File: src/rtl/mcd_pkg.sv
// constants and types shared by the motion command decoder
package mcd_pkg;
  localparam logic [31:0] CMD_JOG_LEFT = 32'h7466656C;
  localparam logic [31:0] CMD_BACKLASH = 32'h74666F6C;
  localparam logic [31:0] CMD_GOTO = 32'h65766F6D;
  localparam logic [31:0] CMD_SHIFT = 32'h72766F6D;
  localparam logic [31:0] CMD_PWR_OFF = 32'h666F7770;
  localparam logic [31:0] CMD_ANALOG = 32'h6E616472;
  localparam logic [4:0] LEN_SHORT = 5'h04;
  localparam logic [4:0] LEN_MOVE = 5'h12;
  localparam logic [6:0] LEN_ECHO = 7'h04;
  localparam logic [6:0] LEN_ANALOG = 7'h4C;
  localparam logic [4:0] CODE_LAST = 5'h03;
  localparam logic [4:0] PAY_FIRST = 5'h04;
  localparam logic [4:0] PAY_LAST = 5'h09;
  localparam int ADC_CH = 13;
  localparam int ANS_BITS = 608;
  localparam int RAW_POS = 4;
  localparam int CAL_POS = 30;
  localparam int RES_POS = 58;
  localparam int IND_POS = 62;
  localparam int CRC_POS = 74;
  localparam logic [15:0] UNUSED_WORD = 16'h0000;
  localparam logic [15:0] CRC_FILL = 16'h0000;
  localparam logic [4:0] CNT_RST = 5'h00;
  localparam logic [6:0] IDX_RST = 7'h00;

  typedef enum logic [0:0] {
    ST_COLLECT = 1'b0,
    ST_SEND = 1'b1
  } mcd_state_t;

  typedef enum logic [1:0] {
    BK_IDLE = 2'b00,
    BK_AWAY = 2'b01,
    BK_BACK = 2'b10
  } mcd_bk_state_t;
endpackage

File: src/rtl/mcd_decoder.sv
// motion command decoder: frame collection, dispatch and answers
// Function
// - jog-left frame starts left motion, echoes code
// - backlash: move away by distance, then return
// - goto frame is 18 bytes with target fields
// - goto uses the frame's target fields; fraction dropped for dc
// - shift frame is 18 bytes with delta fields
// - shift direction from delta sign; dc drops fraction
// - power-off cuts motor power immediately
// - analog readout answers with 76 bytes
// - calibrated values pass in documented units
// - readout ends resistance, inductance, reserved, checksum
`timescale 1ns/10ps
`default_nettype none
module mcd_decoder
  import mcd_pkg::*;
(
  input wire logic sys_clk_i,
  input wire logic srst_i,
  input wire logic rx_valid_i,
  input wire logic [7:0] rx_data_i,
  output logic tx_valid_o,
  output logic [7:0] tx_data_o,
  input wire logic tx_ready_i,
  input wire logic motor_is_dc_i,
  input wire logic [31:0] backlash_dist_i,
  input wire logic [31:0] cur_pos_i,
  input wire logic [15:0] cur_frac_i,
  input wire logic motion_done_i,
  input wire logic [ADC_CH*16-1:0] adc_raw_i,
  input wire logic [ADC_CH*16-1:0] adc_cal_i,
  input wire logic [31:0] wind_res_i,
  input wire logic [31:0] wind_ind_i,
  output logic jog_left_o,
  output logic move_abs_o,
  output logic move_rel_o,
  output logic power_off_o,
  output logic [31:0] goto_pos_o,
  output logic [15:0] target_microstep_frac_o,
  output logic [31:0] shift_steps_o,
  output logic [15:0] shift_microstep_frac_o,
  output logic shift_dir_left_o
);
  mcd_state_t st_r;
  mcd_bk_state_t bk_r;
  logic [4:0] cnt_r;
  logic [31:0] code_r;
  logic [47:0] pay_r;
  logic [6:0] tx_idx_r;
  logic [6:0] tx_len_r;
  logic [ANS_BITS-1:0] ans_r;
  logic tx_valid_r;
  logic [7:0] tx_byte_r;
  logic [31:0] bk_pos_r;
  logic [15:0] bk_frac_r;
  logic jog_r;
  logic abs_r;
  logic rel_r;
  logic pwr_r;
  logic dir_r;
  logic [31:0] goto_r;
  logic [31:0] steps_r;
  logic [15:0] tfrac_r;
  logic [15:0] sfrac_r;
  mcd_bk_state_t bk_nxt;

  // decode of the arriving frame
  wire logic take_w = rx_valid_i && (st_r == ST_COLLECT);
  wire logic [31:0] code_nxt_w = {rx_data_i, code_r[31:8]};
  wire logic is_long_w = (code_nxt_w == CMD_GOTO) || (code_nxt_w == CMD_SHIFT);
  wire logic is_short_w = (code_nxt_w == CMD_JOG_LEFT) || (code_nxt_w == CMD_BACKLASH) ||
                          (code_nxt_w == CMD_PWR_OFF) || (code_nxt_w == CMD_ANALOG);
  wire logic at_code_w = (cnt_r == CODE_LAST);
  wire logic done_short_w = take_w && at_code_w && is_short_w;
  wire logic done_long_w = take_w && (cnt_r == LEN_MOVE - 5'h01);
  wire logic done_w = done_short_w || done_long_w;
  wire logic [31:0] cmd_w = at_code_w ? code_nxt_w : code_r;
  wire logic [31:0] pos_w = pay_r[31:0];
  wire logic [15:0] frac_w = motor_is_dc_i ? 16'h0000 : pay_r[47:32];
  wire logic cmd_jog_w = done_w && (cmd_w == CMD_JOG_LEFT);
  wire logic cmd_bk_w = done_w && (cmd_w == CMD_BACKLASH);
  wire logic cmd_goto_w = done_w && (cmd_w == CMD_GOTO);
  wire logic cmd_shift_w = done_w && (cmd_w == CMD_SHIFT);
  wire logic cmd_pwr_w = done_w && (cmd_w == CMD_PWR_OFF);
  wire logic cmd_adc_w = done_w && (cmd_w == CMD_ANALOG);
  wire logic bk_abort_w = cmd_jog_w || cmd_goto_w || cmd_shift_w;
  wire logic tx_adv_w = !tx_valid_r || tx_ready_i;
  wire logic tx_more_w = (tx_idx_r < tx_len_r);
  wire logic [7:0] tx_sel_w = ans_r[{tx_idx_r, 3'b000} +: 8];

  // readout answer image, byte 0 first, words little-endian
  logic [ANS_BITS-1:0] adc_img_w;
  genvar gi;
  generate
    for (gi = 0; gi < ADC_CH; gi = gi + 1) begin : g_adc
      assign adc_img_w[(RAW_POS+2*gi)*8 +: 16] = adc_raw_i[gi*16 +: 16];
      assign adc_img_w[(CAL_POS+2*gi)*8 +: 16] = adc_cal_i[gi*16 +: 16];
    end
  endgenerate
  assign adc_img_w[31:0] = CMD_ANALOG;
  assign adc_img_w[(CAL_POS+2*ADC_CH)*8 +: 16] = UNUSED_WORD;
  assign adc_img_w[RES_POS*8 +: 32] = wind_res_i;
  assign adc_img_w[IND_POS*8 +: 32] = wind_ind_i;
  assign adc_img_w[IND_POS*8+32 +: 64] = 64'h0000000000000000;
  // checksum generation lives outside this block; field sent as fill
  assign adc_img_w[CRC_POS*8 +: 16] = CRC_FILL;

  // frame collection; no new frame is taken while an answer drains
  wire logic code_en_w = take_w && (cnt_r < PAY_FIRST);
  wire logic pay_en_w = take_w && (cnt_r >= PAY_FIRST) && (cnt_r <= PAY_LAST);

  // unknown codes restart at byte 0 rather than swallowing a long frame
  wire logic cnt_clr_w = done_w || (at_code_w && !is_long_w);
  wire logic [4:0] cnt_nxt = cnt_clr_w ? CNT_RST : cnt_r + 5'h01;

  always_ff @(posedge sys_clk_i) begin
    if (srst_i) begin
      cnt_r <= CNT_RST;
    end else if (take_w) begin
      cnt_r <= cnt_nxt;
    end
  end

  always_ff @(posedge sys_clk_i) begin
    if (srst_i) begin
      code_r <= 32'h00000000;
    end else if (code_en_w) begin
      code_r <= code_nxt_w;
    end
  end

  always_ff @(posedge sys_clk_i) begin
    if (srst_i) begin
      pay_r <= 48'h000000000000;
    end else if (pay_en_w) begin
      pay_r <= {rx_data_i, pay_r[47:8]};
    end
  end

  // answer image is a snapshot taken at frame completion
  wire logic load_w = (st_r == ST_COLLECT) && done_w;
  wire logic [ANS_BITS-1:0] ans_nxt = cmd_adc_w ? adc_img_w : {{(ANS_BITS-32){1'b0}}, cmd_w};
  wire logic [6:0] len_nxt = cmd_adc_w ? LEN_ANALOG : LEN_ECHO;

  always_ff @(posedge sys_clk_i) begin
    if (srst_i) begin
      ans_r <= '0;
      tx_len_r <= IDX_RST;
    end else if (load_w) begin
      ans_r <= ans_nxt;
      tx_len_r <= len_nxt;
    end
  end

  // answer sequencing
  always_ff @(posedge sys_clk_i) begin
    if (srst_i) begin
      st_r <= ST_COLLECT;
      tx_idx_r <= IDX_RST;
      tx_valid_r <= 1'b0;
      tx_byte_r <= 8'h00;
    end else begin
      case (st_r)
        ST_COLLECT: begin
          if (done_w) begin
            st_r <= ST_SEND;
            tx_idx_r <= IDX_RST;
          end
        end
        ST_SEND: begin
          if (tx_adv_w) begin
            if (tx_more_w) begin
              tx_byte_r <= tx_sel_w;
              tx_valid_r <= 1'b1;
              tx_idx_r <= tx_idx_r + 7'h01;
            end else begin
              tx_valid_r <= 1'b0;
              st_r <= ST_COLLECT;
            end
          end
        end
        default: begin
          st_r <= ST_COLLECT;
          tx_valid_r <= 1'b0;
        end
      endcase
    end
  end

  // motion dispatch; backlash goes away on command, back on first done
  wire logic bk_start_w = (bk_r == BK_IDLE) && cmd_bk_w;
  wire logic bk_ret_w = (bk_r == BK_AWAY) && !bk_abort_w && motion_done_i;

  wire logic abs_set_w = cmd_goto_w || bk_ret_w;
  wire logic rel_set_w = cmd_shift_w || bk_start_w;

  wire logic [31:0] goto_nxt = bk_ret_w ? bk_pos_r : pos_w;
  wire logic [15:0] tfrac_nxt = bk_ret_w ? bk_frac_r : frac_w;
  wire logic [31:0] steps_nxt = bk_start_w ? backlash_dist_i : pos_w;
  wire logic [15:0] sfrac_nxt = bk_start_w ? 16'h0000 : frac_w;

  // dc fraction cleared at capture so the return move matches a goto
  wire logic [15:0] bk_frac_nxt = motor_is_dc_i ? 16'h0000 : cur_frac_i;

  always_comb begin
    bk_nxt = bk_r;
    case (bk_r)
      BK_IDLE: begin
        if (cmd_bk_w) begin
          bk_nxt = BK_AWAY;
        end
      end
      BK_AWAY: begin
        if (bk_abort_w) begin
          bk_nxt = BK_IDLE;
        end else if (motion_done_i) begin
          bk_nxt = BK_BACK;
        end
      end
      BK_BACK: begin
        if (bk_abort_w || motion_done_i) begin
          bk_nxt = BK_IDLE;
        end
      end
      default: begin
        bk_nxt = BK_IDLE;
      end
    endcase
  end

  always_ff @(posedge sys_clk_i) begin
    if (srst_i) begin
      jog_r <= 1'b0;
      pwr_r <= 1'b0;
    end else begin
      jog_r <= cmd_jog_w;
      pwr_r <= cmd_pwr_w;
    end
  end

  always_ff @(posedge sys_clk_i) begin
    if (srst_i) begin
      abs_r <= 1'b0;
      rel_r <= 1'b0;
    end else begin
      abs_r <= abs_set_w;
      rel_r <= rel_set_w;
    end
  end

  always_ff @(posedge sys_clk_i) begin
    if (srst_i) begin
      goto_r <= 32'h00000000;
      tfrac_r <= 16'h0000;
    end else if (abs_set_w) begin
      goto_r <= goto_nxt;
      tfrac_r <= tfrac_nxt;
    end
  end

  always_ff @(posedge sys_clk_i) begin
    if (srst_i) begin
      steps_r <= 32'h00000000;
      sfrac_r <= 16'h0000;
      dir_r <= 1'b0;
    end else if (rel_set_w) begin
      steps_r <= steps_nxt;
      sfrac_r <= sfrac_nxt;
      dir_r <= steps_nxt[31];
    end
  end

  always_ff @(posedge sys_clk_i) begin
    if (srst_i) begin
      bk_r <= BK_IDLE;
      bk_pos_r <= 32'h00000000;
      bk_frac_r <= 16'h0000;
    end else begin
      bk_r <= bk_nxt;
      if (bk_start_w) begin
        bk_pos_r <= cur_pos_i;
        bk_frac_r <= bk_frac_nxt;
      end
    end
  end

  assign tx_valid_o = tx_valid_r;
  assign tx_data_o = tx_byte_r;
  assign jog_left_o = jog_r;
  assign move_abs_o = abs_r;
  assign move_rel_o = rel_r;
  assign power_off_o = pwr_r;
  assign goto_pos_o = goto_r;
  assign target_microstep_frac_o = tfrac_r;
  assign shift_steps_o = steps_r;
  assign shift_microstep_frac_o = sfrac_r;
  assign shift_dir_left_o = dir_r;
endmodule
`default_nettype wire

File: config.mk
export PLATFORM = sky130hd
export DESIGN_NAME = mcd_decoder
export DESIGN_NICKNAME = d
export VERILOG_FILES = /design/src/rtl/mcd_pkg.sv /design/src/rtl/mcd_decoder.sv
export SDC_FILE = /design/constraint.sdc
export NUM_CORES = 1
export LEC_CHECK = 0
export BUFFER_PORTS_ARGS = -buffer_cell sky130_fd_sc_hd__buf_2
export CELL_PAD_IN_SITES_DETAIL_PLACEMENT = 0
export CELL_PAD_IN_SITES_GLOBAL_PLACEMENT = 1
export CORE_UTILIZATION = 40
export CTS_CLUSTER_DIAMETER = 60
export DETAILED_ROUTE_END_ITERATION = 10
export PLACE_DENSITY = 0.73
export SYNTH_ARGS = -nofsm -noshare
export SYNTH_HDL_FRONTEND = slang
export SYNTH_SLANG_ARGS = --single-unit
File: constraint.sdc
create_clock -name sys_clk_i -period 6.1 [get_ports sys_clk_i]
set_input_delay 1.22 -clock sys_clk_i [delete_from_list [all_inputs] [get_ports sys_clk_i]]
set_output_delay 1.22 -clock sys_clk_i [all_outputs]
set_load 0.005 [all_outputs]
==> summary.md <==
| Metric | Value |
|---|---|
| DR WL/cell | 24.72 um |
| Cell variety after synth | between 60 and 70 |
| Non-Filler Instances | 4366 |
| Detail Route Antenna Nets | 0 |
| Die area | 0.07762 mm^2 |
| CP Capture Type | register |
| Largest net degree at the start of global routing | 230 |
| Status | completed |
| Post-synth EDFFs | 0 |
| Worst r2r src | cnt_r[0]$_SDFFE_PP0P_ |
| Slew headroom | 9.871% |
| Total GRT Usage | 26.76% |
| Number of global-route vias before repair | 24731 |
| Syn Inst Count | 2753 |
| RSZ-0062 raised after global routing | false |
| Most frequent cells after synthesis | 766 x dfxtp_1, 481 x a22o_1, 258 x nand2_1 |
| Max VDD drop | 0.0002500 V |
| Placer Congestion | 0.9146 |
| Share of cells above drive strength 1 | 30.43% |
| Register area | 0.01534 mm^2 |
| DR vias/cell | about 5.7 |
| Max Cap Viol | 0 |
| Starting DRT DRC Count | 1871 |
| Initial antenna violation count | 87 |
| Crit path max fanout | 211 |
| Cell Pwr Density | between 200 and 300 mW/mm^2 |
| Fin nets | 3863 |
| Setup TNS | 0 ns |
| CP Launch Type | input pin |
| Syn Area/Cell | 11.12 um^2 |
| Post-CTS Setup Inserts | 0 |
| Asr flop ratio synth | 0% |
| 1st-pass router iterations | 5 |
| CTS tree | yes |
| Leading area contributor after synthesis | dfxtp_1 |
| Number of fill cells | 6992 |
| DR vias | 25092 |
| Worst R2R End | goto_pos_o[11]$_SDFFE_PP0P_ |
| Core area | 0.07582 mm^2 |
| Fin crit share | between 60 and 70% |
| Top_reg_cell synth | dfxtp_1 |
| Clock-pin transition on the worst setup and hold timing paths | ~0.060 ns |
| Longest Clk Path Bufs | 3 |
| DP HPWL | 77.36 mm |
| Yosys top cell area share | 50.11% |
| Cells on worst reg2reg path | 8 |
| Number of synthesized register bits | ~770 |
| Buffers on Ports | just under 700 |
| Hold path endpoint | bk_pos_r[1]$_SDFFE_PP0N_ |
| Dpl cell area | about 0.034 mm^2 |
| Syn. warnings | 0 |
| Clk_skew | 0.03448 ns |
| Area Overhead vs Synth | 21.98% |
| Least-Margin Pin Slew | around 1.4 ns |
| Initial core utilization | between 40 and 50% |
| TritonCTS buffer count | 86 |
| Reg2Reg Setup Slack | 1.91 ns |
| Hold buffers post-CTS | 0 |
| Total Wirelength | 107.9 mm |
| Multi-input gate area | 0.01409 mm^2 |
| Clk Latency, worst-skew pair | 0.64 ns |
| Row Count | 101 |
| Static Leak | 14.88 nW |
| Final setup violation count | 0 |
| CP required | 6.66 ns |
| Worst endpoint data arrival time | 4.83 ns |
| Hold Path Origin | bk_pos_r[1]$_SDFFE_PP0N_ |
| Width of the die | 278.6 um |
| Fmax | between 200 and 250 MHz |
| Syn Nets | 3333 |
| Post-cts sizing count | 0 |
| First-pass GRT wire length | approximately 160 mm |
| Area contributors post-synth | dfxtp_1 50%, a22o_1 14%, mux4_2 10% |
| Placed cell count | about 4200 |
| Sequential area share after synthesis | 50.11% |
| Aggregate global routing overflow | 0 |
| CTS H-tree lvls | 3 |
| DRC viols | 0 |
| Period minus WS final | 4.266 ns |
| CP Class | in2reg |
| Most common cell in the synthesized netlist | dfxtp_1 |
| # clock sinks | 766 |
| Final hold viol count | 0 |
| Min-Delay Path Class | reg2reg |
| Final Max Tran Viols | 0 |
| Clock Tree Root | clkbuf_16 |
| Die H | approximately 280 um |
| Synthesized area | 0.03060 mm^2 |
| Final Instance Area | approximately 0.037 mm^2 |
| I/O Pins | 684 |
| Hold Path Depth | 2 |
worst max path at each step:
stage	to	start	depth (start not counted)	slack, ns
floorplan	goto_pos_o[16]$_SDFFE_PP0P_	rx_data_i[7]	9	2.48
detailed placement	ans_r[203]$_SDFFE_PP0P_	rx_data_i[0]	10	1.29
CTS	ans_r[250]$_SDFFE_PP0P_	rx_data_i[0]	10	1.93
global placement	ans_r[35]$_SDFFE_PP0P_	rx_data_i[0]	10	1.37
finish	ans_r[120]$_SDFFE_PP0P_	rx_data_i[7]	10	1.83
global route	ans_r[118]$_SDFFE_PP0P_	rx_data_i[7]	10	1.63
critical path, cell delays in order:
cell and delay [ns]:
buf_2 0.14, nand3b_1 0.22, or4b_2 0.68, a2111oi_2 0.42, a211o_1 0.27, buf_4 0.35, nand2_1 0.22, nor2_4 0.25
buf_12 0.62, a22o_1 0.24
metal layers:
layer | up-vias | GRT usage (%) | part of all wire (%) | wire (um)
li1 | 11544 | - | - | -
met1 | 12269 | 32.95 | 41 | 43950
met2 | 972 | 44.78 | 49 | 52680
met3 | 247 | 6.775 | 7.1 | 7676
met4 | 60 | 10.45 | 3.0 | 3254
met5 | - | 0 | 0.35 | 374
logic make-up (layout without fill, tap and decap cells):
kind of cell             count (synthesis)  after routing  share of synthesized area (%)
adder cells (fa/ha/maj)                  6              6                         0.2453
multiplexers                           323            323                          16.21
AND/OR/NAND/NOR                        542            542                          8.145
buffers and inverters                  274            863                          4.027
XOR/XNOR                                 8              8                         0.2290
AO/OA/AOI/OAI                          834            834                          21.04
other                                    0             46                              0
flip-flops                             766            766                          50.11
registers in the layout, indices dropped and copies added, names as in the netlist, 2 cells and up:
register and count:
ans_r 512, shift_microstep_frac_o 16, tx_data_o 8, bk_r 2
goto_pos_o 32, code_r 32, target_microstep_frac_o 16, tx_len_r 2
tx_idx_r 7, bk_frac_r 16, cnt_r 5, bk_pos_r 32
pay_r 48, shift_steps_o 31
area by class of cell:
type | count | share of cell area, %
Clock buffer | 122 | 6.717
Antenna cell | 46 | 0.3084
Multi-Input combinational cell | 1713 | 37.74
Clock inverter | 25 | 0.8648
Inverter | 5 | 0.05028
Timing Repair Buffer | 711 | 9.938
Tap cell | 978 | 3.278
Sequential cell | 766 | 41.11
through the flow:
stage	power, mW	util [%]	hold WS (ns)	setup slack, ns
CTS	10.66	49.08	0.4519	1.928
detailed placement	5.492	45.35	0.4421	1.288
global placement	5.487	45.35	0.4339	1.366
floorplan	5.246	-	0.4198	2.476
global route	10.90	49.20	0.4705	1.630
finish	10.57	49.23	0.4508	1.834
cell usage in the layout (no fill, tap or decap), types with 22 or more instances in the layout:
master     Yosys  layout
buf_4         24      22
nand3b_1      26      26
buf_2         67     682
clkbuf_8       0      22
o31ai_1       50      50
a22o_1       481     481
nor2_1       141     139
dfxtp_1      766     762
mux4_2       137     137
mux2i_1      176     176
nor2b_1       24      24
a211oi_1      33      33
nand2_1      258     258
o21ai_0       34      34
diode_2        0      46
a21oi_1      164     164
clkbuf_16      0      86
report_power, final:
group	internal (mW)	leakage (nW)	switching, mW	total, mW
registers	5.01	6.17	0.0180	5.03
clock network	3.04	1.39	2.15	5.19
logic	0.155	7.32	0.200	0.356
total	8.21	14.9	2.36	10.6
No activity file was read; power rests on OpenSTA's default activity.
